<file path="src/logic/adctc_map.vh">
// register offsets, field positions, reset values and timing counts of the converter control
`ifndef ADCTC_MAP_VH
`define ADCTC_MAP_VH
`define ADCTC_OFF_CTRL0     3'h0
`define ADCTC_OFF_CTRL1     3'h1
`define ADCTC_OFF_TRIG      3'h2
`define ADCTC_OFF_RES_HI    3'h3
`define ADCTC_OFF_RES_LO    3'h4
`define ADCTC_OFF_STATUS    3'h5
`define ADCTC_RST_CTRL0     8'h00
`define ADCTC_RST_CTRL1     8'h00
`define ADCTC_RST_TRIG      5'h00
`define ADCTC_CTRL1_MASK    8'hF7
`define ADCTC_BIT_ENABLE    0
`define ADCTC_BIT_GO        1
`define ADCTC_BIT_NREF      2
`define ADCTC_BIT_FORMAT    7
`define ADCTC_CONV_PERIODS  4'hC
`define ADCTC_RC_DIV        7'h04
`define ADCTC_CH_NONE       5'h1F
`endif

</file>
<file path="src/logic/adctc_core.v">
// converter control: trigger mux, edge detect, control registers, conversion sequencer
//
// Local design decisions: the address map and the strobed register port.
`timescale 1ns/1ps
`include "adctc_map.vh"
module adctc_core (
  // clock and reset
  input  wire        sys_clk,
  input  wire        rst_b,
  input  wire        clk_en,
  // register port
  input  wire [2:0]  reg_addr,
  input  wire [7:0]  reg_wdata,
  input  wire        reg_wr,
  input  wire        reg_rd,
  output reg  [7:0]  reg_rdata,
  // trigger sources, same clock
  input  wire        tmr0_ovf,
  input  wire        tmr1_ovf,
  input  wire        tmr2_match,
  input  wire        tmr3_ovf,
  input  wire        tmr4_match,
  input  wire        tmr5_ovf,
  input  wire        tmr6_match,
  input  wire [1:0]  cmp_out,
  input  wire [3:0]  logic_cell_out,
  input  wire [3:0]  capture_compare_out,
  // device state
  input  wire        sleep_mode,
  input  wire        rc_osc_tick,
  // analog side
  input  wire        sar_cmp,
  output reg         analog_power,
  output reg         sample_close,
  output reg  [5:0]  mux_sel,
  output reg         mux_connect,
  output reg         neg_ref_pin,
  output reg  [1:0]  pos_ref_src,
  output reg         conv_done_flag
);

////////////////////////////////////////////////////////////////////////
// reset release
reg        rst_s1_ff;
reg        rst_s2_ff;
always @(posedge sys_clk or negedge rst_b) begin
  if (!rst_b) begin
    rst_s1_ff <= 1'b0;
    rst_s2_ff <= 1'b0;
  end else begin
    rst_s1_ff <= 1'b1;
    rst_s2_ff <= rst_s1_ff;
  end
end
wire rst_n = rst_s2_ff;

////////////////////////////////////////////////////////////////////////
// registers and state
reg  [5:0] channel_sel_ff;
reg        go_ff;
reg        converter_enable_ff;
reg        result_format_ff;
reg  [2:0] conv_clock_sel_ff;
reg        neg_ref_sel_ff;
reg  [1:0] pos_ref_sel_ff;
reg  [4:0] trigger_source_sel_ff;
reg  [7:0] result_high_byte_ff;
reg  [7:0] result_low_byte_ff;
reg        trig_prev_ff;
reg  [6:0] div_cnt_ff;
reg  [3:0] period_cnt_ff;
reg  [9:0] sar_ff;
reg  [3:0] bit_idx_ff;
reg        last_bit_ff;

////////////////////////////////////////////////////////////////////////
// trigger selection
reg trig_sel;
always @* begin
  case (trigger_source_sel_ff)
    5'h01:   trig_sel = tmr4_match;
    5'h02:   trig_sel = tmr6_match;
    5'h03:   trig_sel = tmr0_ovf;
    5'h04:   trig_sel = tmr1_ovf;
    5'h05:   trig_sel = tmr2_match;
    5'h06:   trig_sel = cmp_out[0];
    5'h07:   trig_sel = cmp_out[1];
    5'h08:   trig_sel = logic_cell_out[0];
    5'h09:   trig_sel = logic_cell_out[1];
    5'h0A:   trig_sel = logic_cell_out[2];
    5'h0B:   trig_sel = logic_cell_out[3];
    5'h0C:   trig_sel = capture_compare_out[0];
    5'h0D:   trig_sel = capture_compare_out[1];
    5'h0E:   trig_sel = capture_compare_out[2];
    5'h0F:   trig_sel = capture_compare_out[3];
    5'h10:   trig_sel = tmr3_ovf;
    5'h11:   trig_sel = tmr5_ovf;
    default: trig_sel = 1'b0;
  endcase
end
// sampled on sysclk; edge ignored in sleep or while busy
wire trig_edge = trig_sel & ~trig_prev_ff;
wire trig_start = trig_edge & ~sleep_mode & ~go_ff;

////////////////////////////////////////////////////////////////////////
// conversion clock
reg [6:0] div_top;
always @* begin
  case (conv_clock_sel_ff)
    3'h0:    div_top = 7'h01;
    3'h1:    div_top = 7'h07;
    3'h2:    div_top = 7'h1F;
    3'h4:    div_top = 7'h03;
    3'h5:    div_top = 7'h0F;
    3'h6:    div_top = 7'h3F;
    default: div_top = `ADCTC_RC_DIV;
  endcase
end
wire use_rc = (conv_clock_sel_ff[1:0] == 2'h3);
wire tad_tick = use_rc ? rc_osc_tick : (div_cnt_ff >= div_top);

////////////////////////////////////////////////////////////////////////
// write decode and sequencer
wire wr_c0 = reg_wr & (reg_addr == `ADCTC_OFF_CTRL0);
wire sw_go = wr_c0 & reg_wdata[`ADCTC_BIT_GO];
wire sw_abort = wr_c0 & ~reg_wdata[`ADCTC_BIT_GO] & go_ff;
wire last_period = tad_tick & (period_cnt_ff == `ADCTC_CONV_PERIODS - 4'h1);
wire done = go_ff & last_period & ~sw_abort;
wire bit_phase = go_ff & tad_tick & (period_cnt_ff >= 4'h1) & (period_cnt_ff <= 4'hA);

// partial result: unconverted bits copy the last bit converted
reg [9:0] partial;
integer i;
always @* begin
  partial = sar_ff;
  for (i = 0; i < 10; i = i + 1) begin
    if (i < 10 - bit_idx_ff)
      partial[i] = last_bit_ff;
  end
end
wire [9:0] final_res = (sw_abort && bit_idx_ff != 4'h0) ? partial : sar_ff;

always @(posedge sys_clk or negedge rst_n) begin
  if (!rst_n) begin
    channel_sel_ff        <= 6'h00;
    go_ff                 <= 1'b0;
    converter_enable_ff   <= 1'b0;
    result_format_ff      <= 1'b0;
    conv_clock_sel_ff     <= 3'h0;
    neg_ref_sel_ff        <= 1'b0;
    pos_ref_sel_ff        <= 2'h0;
    trigger_source_sel_ff <= `ADCTC_RST_TRIG;
    result_high_byte_ff   <= 8'h00;
    result_low_byte_ff    <= 8'h00;
    trig_prev_ff          <= 1'b0;
    div_cnt_ff            <= 7'h00;
    period_cnt_ff         <= 4'h0;
    sar_ff                <= 10'h000;
    bit_idx_ff            <= 4'h0;
    last_bit_ff           <= 1'b0;
    conv_done_flag        <= 1'b0;
  end else if (clk_en) begin
    trig_prev_ff <= trig_sel;
    conv_done_flag <= 1'b0;
    if (wr_c0) begin
      channel_sel_ff      <= reg_wdata[7:2];
      converter_enable_ff <= reg_wdata[`ADCTC_BIT_ENABLE];
    end
    if (reg_wr && reg_addr == `ADCTC_OFF_CTRL1) begin
      result_format_ff  <= reg_wdata[`ADCTC_BIT_FORMAT];
      conv_clock_sel_ff <= reg_wdata[6:4];
      neg_ref_sel_ff    <= reg_wdata[`ADCTC_BIT_NREF];
      pos_ref_sel_ff    <= reg_wdata[1:0];
    end
    if (reg_wr && reg_addr == `ADCTC_OFF_TRIG)
      trigger_source_sel_ff <= reg_wdata[4:0];
    div_cnt_ff <= (tad_tick || !go_ff) ? 7'h00 : div_cnt_ff + 7'h01;
    if (!go_ff && (sw_go || trig_start)) begin
      go_ff         <= 1'b1;
      period_cnt_ff <= 4'h0;
      sar_ff        <= 10'h000;
      bit_idx_ff    <= 4'h0;
    end else if (done || sw_abort) begin
      go_ff          <= 1'b0;
      conv_done_flag <= done;
      if (result_format_ff) begin
        result_high_byte_ff <= {6'h00, final_res[9:8]};
        result_low_byte_ff  <= final_res[7:0];
      end else begin
        result_high_byte_ff <= final_res[9:2];
        result_low_byte_ff  <= {final_res[1:0], 6'h00};
      end
    end else if (go_ff && tad_tick) begin
      period_cnt_ff <= period_cnt_ff + 4'h1;
      if (bit_phase) begin
        sar_ff[4'h9 - bit_idx_ff] <= sar_cmp;
        last_bit_ff <= sar_cmp;
        bit_idx_ff  <= bit_idx_ff + 4'h1;
      end
    end
  end
end

////////////////////////////////////////////////////////////////////////
// analog controls
wire ch_valid = (channel_sel_ff <= 6'h05 && channel_sel_ff != 6'h03)
              | (channel_sel_ff >= 6'h0C && channel_sel_ff <= 6'h17)
              | (channel_sel_ff >= 6'h3C);
always @(posedge sys_clk or negedge rst_n) begin
  if (!rst_n) begin
    analog_power <= 1'b0;
    sample_close <= 1'b0;
    mux_sel      <= 6'h00;
    mux_connect  <= 1'b0;
    neg_ref_pin  <= 1'b0;
    pos_ref_src  <= 2'h0;
    reg_rdata    <= 8'h00;
  end else if (clk_en) begin
    analog_power <= converter_enable_ff;
    sample_close <= converter_enable_ff & ~go_ff;
    mux_sel      <= channel_sel_ff;
    mux_connect  <= converter_enable_ff & ch_valid;
    neg_ref_pin  <= converter_enable_ff & neg_ref_sel_ff;
    pos_ref_src  <= converter_enable_ff ? pos_ref_sel_ff : 2'h0;
    reg_rdata    <= 8'h00;
    if (reg_rd) begin
      case (reg_addr)
        `ADCTC_OFF_CTRL0:  reg_rdata <= {channel_sel_ff, go_ff, converter_enable_ff};
        `ADCTC_OFF_CTRL1:  reg_rdata <= {result_format_ff, conv_clock_sel_ff, 1'b0,
                                         neg_ref_sel_ff, pos_ref_sel_ff};
        `ADCTC_OFF_TRIG:   reg_rdata <= {3'h0, trigger_source_sel_ff};
        `ADCTC_OFF_RES_HI: reg_rdata <= result_high_byte_ff;
        `ADCTC_OFF_RES_LO: reg_rdata <= result_low_byte_ff;
        default:           reg_rdata <= 8'h00;
      endcase
    end
  end
end

endmodule

</file>
<file path="config.mk">
export PLATFORM = sky130hd
export DESIGN_NAME = adctc_core
export DESIGN_NICKNAME = d
export VERILOG_FILES = /design/src/logic/adctc_core.v
export VERILOG_INCLUDE_DIRS = /design/src /design/src/logic
export SDC_FILE = /design/constraint.sdc
export NUM_CORES = 1
export LEC_CHECK = 0
export BUFFER_PORTS_ARGS = -buffer_cell sky130_fd_sc_hd__buf_4
export CAP_MARGIN = 10
export CORE_MARGIN = 2
export CORE_UTILIZATION = 30
export DETAILED_ROUTE_END_ITERATION = 12
export PLACE_DENSITY = 0.48
export SLEW_MARGIN = 25
export SYNTH_ARGS = -nofsm -noshare
export SYNTH_HDL_FRONTEND = slang
export SYNTH_SLANG_ARGS = --single-unit
export TNS_END_PERCENT = 20
</file>
<file path="constraint.sdc">
create_clock -name sys_clk -period 5.6 [get_ports sys_clk]
set_input_delay 1.4 -clock sys_clk [delete_from_list [all_inputs] [get_ports sys_clk]]
set_output_delay 1.4 -clock sys_clk [all_outputs]
set_load 0.05 [all_outputs]
</file>
# [After elaboration in Yosys (flattened, before gate mapping)]
# Index checks and enable logic that the tools add are counted.
[totals] word_cells=169 output_inout_bits=21 regBits=86
[classes] n_eq_ne=30 reduce_logical=26 bitwise=25 add_sub_neg=5 order_cmp=19 mux=38
[ops] operator="$lt A3 B32 Y1 const A" n=4
[ops] operator="$lt A1 B32 Y1 const A" n=2
[ops] operator="$lt A2 B32 Y1 const A" n=2
[ops] operator="$lt A4 B32 Y1 const A" n=2
[ops] operator="$mux W10" n=5
[ops] operator="$eq A5 B4 Y1 const B" n=8
[ops] operator="$pmux W8 S5" n=1
[ops] operator="$pmux W6 S6" n=1
[ops] operator="$mux W4" n=7
[ops] operator="$mux W8" n=3
[ops] operator="$eq A5 B3 Y1 const B" n=4
[ops] operator="$pmux W1 S17" n=1
[ops] operator="$and A1 B1 Y1" n=16
[ops] operator="$mux W1" n=16
[ops] operator="$eq A3 B3 Y1 const B" n=4
[ops] operator="$bwmux W10" n=1
[ops] operator="$eq A5 B2 Y1 const B" n=2
[ops] operator="$eq A5 B5 Y1 const B" n=2
[ops] operator="$eq A3 B2 Y1 const B" n=3
[ops] operator="$add A4 B1 Y4 const B" n=2
[ops] operator="$ge A4 B1 Y1 const B" n=2
[ops] operator="$logic_and A1 B1 Y1" n=8
[ops] operator="$reduce_and A2 Y1" n=4
[ops] operator="$add A7 B1 Y7 const B" n=1
[ops] operator="other kinds (28)" n=42

# [Depth between registers and ports, before layout]
[logic_depth] depth_word=11 mapped_depth=10 mapped_depth_nobuf=9

# [Worst setup path after synthesis]
# No wires, ideal clock.
[synth_path] path_kind="input -> register" startpoint="in reg_addr[1]" endpoint="reg last_bit_ff" path_slack_ps=2662 setup_ps=125 required_time_ps=5475 path_stages=7 arrival_ps=2813 cell_sequence="buf_2 nor2_4 a2111oi_4 nand4_1 nor2_2 buf_2 mux2_2"
[synth_via] elab_chain_cells=9 word_cells_on_any_way=13
[synth_rtl] item="start, declared" line="adctc_core.v:12" source="input wire [2:0] reg_addr,"
[synth_rtl] item="$logic_not A3 Y1 *"
[synth_rtl] item="$and A1 B1 Y1 *" line="adctc_core.v:124" source="wire wr_c0 = reg_wr & (reg_addr == `ADCTC_OFF_CTRL0);"
[synth_rtl] item="$and A1 B1 Y1 (2 in a row)" line="adctc_core.v:126" source="wire sw_abort = wr_c0 & ~reg_wdata[`ADCTC_BIT_GO] & go_ff;"
[synth_rtl] item="$not A1 Y1" line="adctc_core.v:128" source="wire done = go_ff & last_period & ~sw_abort;"
[synth_rtl] item="$and A1 B1 Y1" line="adctc_core.v:128"
[synth_rtl] item="$logic_or A1 B1 Y1" line="adctc_core.v:183" source="end else if (done || sw_abort) begin"
[synth_rtl] item="$not A1 Y1 (no line)"
[synth_rtl] item="$reduce_and A5 Y1 (no line) *"
[synth_rtl] item="end signal, assigned" line="adctc_core.v:197" source="last_bit_ff <= sar_cmp;"
[synth_rtl] item="end, declared" line="adctc_core.v:74" source="reg last_bit_ff;"
# Every way passes the cells marked *; elsewhere a longest branch is shown, timed or not.
# A chain may end at the register's enable or synchronous reset.

# [Final worst setup path]
[layout_path] startpoint="in clk_en" endpoint="reg sar_ff[1]"
[layout_via] elab_chain_cells=1
[layout_rtl] item="start, declared" line="adctc_core.v:10" source="input wire clk_en,"
[layout_rtl] item="$reduce_and A4 Y1 (no line)"
[layout_rtl] item="end signal, assigned by index" line="adctc_core.v:196" source="sar_ff[4'h9 - bit_idx_ff] <= sar_cmp;"
[layout_rtl] item="end, declared" line="adctc_core.v:72" source="reg [9:0] sar_ff;"
# No other way between the ends.

==> summary.txt <==
Run status
  • Outcome: finished, final reports clean

Critical path
  • Worst EP arrival: ~3800 ps
  • Max incr delay on CP: ~500 ps
  • Slowest stage cell, crit path: nor2_2
  • Crit-path max FO: 36
  • Reg2Reg Launch Point: conv_clock_sel_ff[1]
  • Critical Path RT: between 5000 and 6000 ps
  • Element type at the critical path start: input port
  • CP cell instances: buf_4, inv_1, a2111oi_4, nand4_1, nor2_2, and3_1, a32o_1
  • CP endpoint kind: register
  • Worst setup path start: clk_en
  • Kind of critical path: in2reg

Place
  • GP Congestion: 0.9032
  • DP HPWL: around 9.4 mm
  • Port buffer count: 56
  • Cell count after placement: ~730
  • Area after DPL: 0.005507 mm²

Clocking
  • CTS resizes: 0
  • Total CTS buffers: 9
  • H-Tree Depth: 3
  • Max Root-Sink Buffers: 2
  • Hold_buf cts: 0
  • CTS sink count: 86
  • Post-CTS setup repair buffer count: 0
  • Root buf cell: clkbuf_16
  • Clk slew on worst S/H paths: about 70 ps
  • TritonCTS clock tree: yes
  • Worst skew pair latency: around 350 ps

Pwr
  • Worst vdd ir: ~0.00018 V
  • Seq pwr share: 39.6%
  • Clk pwr share: between 20% and 30%
  • Internal power: ~1.4 mW
  • P_sw: about 0.88 mW
  • Power Dens Cells: 390.6 mW/mm²
  • Combinational share of power: around a third
  • Net Sw Frac: 38.70%
  • P_leak: 2.564 nW

Drt
  • DRC viols: 0
  • 1st-iter DRT viols: between 300 and 400
  • First-pass DRT Iterations: 4
  • Final wirelength: 12.91 mm
  • Wire per inst: 17.43 µm
  • Via/cell ratio: 5.086
  • Post-route ant nets: 0
  • DR vias: roughly 3800

Die
  • Initial Util: a little under a third
  • I/O Pins: 57
  • Num rows: 46
  • Die height: roughly 130 µm
  • Die Area: ~0.017 mm²
  • Die Wd: ~130 µm
  • Core area: around 0.016 mm²

Yosys
  • Synth unique cells: 65
  • Most used flip-flop cell after synthesis: dfrtp_1
  • Flops & latches, synth: between 80 and 90
  • Post-synth ARST share: between 90% and 100%
  • Syn Nets: 530
  • Syn Area/Cell: about 10 µm²
  • Seq/Total Area, Yosys: 43.84%
  • Post-synth EDFFs: 0
  • Synth Cell Area: 0.004908 mm²
  • Synth Warn #: 0
  • Cell count after synthesis: around 480

STA
  • Max-slew violations: 0
  • RSZ-0062 raised after global routing: false
  • Period utilization: between 60% and 70%
  • Worst hold slack: around 280 ps
  • Setup Skew: 9.508 ps
  • Fin crit period: 3529 ps
  • Slew @ Worst Pin: approximately 720 ps
  • Max Clk Rate: between 200 and 300 MHz
  • Final setup fails: 0
  • Slew Limit Headroom: approximately 52%
  • Final Hold Viols: 0
  • Post-route setup TNS: 0 ps

Final layout
  • Fin nets: between 500 and 600
  • Fin area: between 0.005 and 0.006 mm²
  • Final non-filler cell total: approximately 740
  • Ant. Diodes: 0
  • Area delta synth->final: 18.51%
  • Share of cells above drive strength 1: 25.14%

Global routing
  • Vias in the first global route: roughly 3700
  • Grt ovf: 0
  • Largest net degree at the start of global routing: 52
  • Antenna violations before repair: 0
  • Global-route wire length before repair: 20.91 mm
  • Global Route Usage Sum: between 10% and 20%

Run
  • Max cap viols: 0

Min path
  • Worst Hold Class: reg2async
[power groups by stage]
stage / clock network [mW] / registers [mW] / logic [mW]
6_report: 0.632 / 0.900 / 0.740
5_1_grt: 0.673 / 0.924 / 0.823
4_1_cts: 0.648 / 0.902 / 0.746
3_5_place_dp: 0 / 0.913 / 0.742
3_3_place_gp: 0 / 0.910 / 0.732
2_1_floorplan: 0 / 0.925 / 0.489
[worst max-delay path, delay by kind of cell]
kind | cells | cell delay, ps
and+or+nand+nor | 3 | 1030
buffers and inverters | 2 | 770
AOI/OAI and AO/OA | 2 | 590
[final cells by class]
cell class                 instances  area [µm²]
fill                            1613       10130
multi-input combinational        346        2570
sequential                        86        2156
timing repair buffer              59       442.9
tap                              216       270.3
clock buffer                       9       225.2
clock inverter                     7       85.08
inverter                          18       67.56
[routing by layer]
metal	vias up	part of all wire, %	global-route usage [%]
li1	1846	-	-
met1	1840	49	21.57
met2	73	45	23.09
met3	10	3.7	2.653
met4	0	1.4	5.918
met5	-	0	0
[cell usage in the layout, fill, tap and decap left out, types with 2 or more instances in the layout]
cell type and instances:
nand4_1 16, a21oi_1 11, or3_1 5, inv_1 17, mux2i_1 18, ha_1 19, a31oi_1 5, a22oi_1 9
o211ai_1 4, or3b_1 2, xnor2_1 4, nor2_1 17, o22a_1 4, inv_6 4, nand3_1 18, mux2_2 35
dfrtp_1 85, o31ai_1 12, o22ai_2 2, o2111ai_1 3, o21ai_1 5, a21o_1 3, and3b_1 2, nor2b_1 14
nand2b_1 7, o311ai_1 3, nand4b_1 2, and3_1 11, and2_1 2, buf_4 59, nor3_1 3, o21ai_0 23
a22o_1 2, clkbuf_16 9, a32o_1 4, or2_2 4, o2bb2ai_1 12, nand2_1 40
[final timing paths]
check	cells past startpoint	to	slack, ps
worst max-delay path	7	sar_ff[1]	2070
worst min-delay path	0	result_high_byte_ff[3]	280
worst max register to register	11	result_low_byte_ff[7]	2410
worst min register to register	0	result_high_byte_ff[3]	280
max in group asynchronous	1	analog_power	4270
min in group sys_clk	0	rst_n	350
[flip-flops by register name, summed over array words and instances (netlist names), 2 cells and up]
register and cells:
reg_rdata 8, conv_clock_sel_ff 3, channel_sel_ff 6, sar_ff 10
trigger_source_sel_ff 5, pos_ref_sel_ff 2, result_low_byte_ff 8, pos_ref_src 2
result_high_byte_ff 8, period_cnt_ff 4, bit_idx_ff 4, div_cnt_ff 7
mux_sel 6
[stage by stage]
step           setup slack, ps  utilization (%)  total power [mW]
6_report                  2071            36.49             2.272
5_1_grt                   1860            36.49             2.421
4_1_cts                   2067            36.49             2.295
3_5_place_dp              1692            34.54             1.655
3_3_place_gp              1818            34.49             1.641
2_1_floorplan             2662                -             1.415
[cells in the mapped netlist, types with 13 or more instances]
cell type  number  share of area (%)
ha_1           19                4.8
nor2_1         17                1.3
o21ai_0        23                2.3
nand3_1        18                1.8
clkbuf_1       13               0.99
dfrtp_1        86                 44
nand2_1        40                3.1
nor2b_1        14                1.8
mux2i_1        18                3.7
mux2_2         35                8.0
nand4_1        16                2.0
inv_1          17                1.3
[logic make-up after synthesis]
logic type	after synthesis	share of synthesized area [%]
DFF	86	43.84
AOI/OAI and AO/OA	114	17.23
and+or+nand+nor	151	16.62
xor gates and xnor gates	5	0.8921
adders and majority gates	19	4.843
buffers and inverters	43	3.798
muxes	56	12.69
other	1	0.07640
No activity file was read; power rests on OpenSTA's default activity.
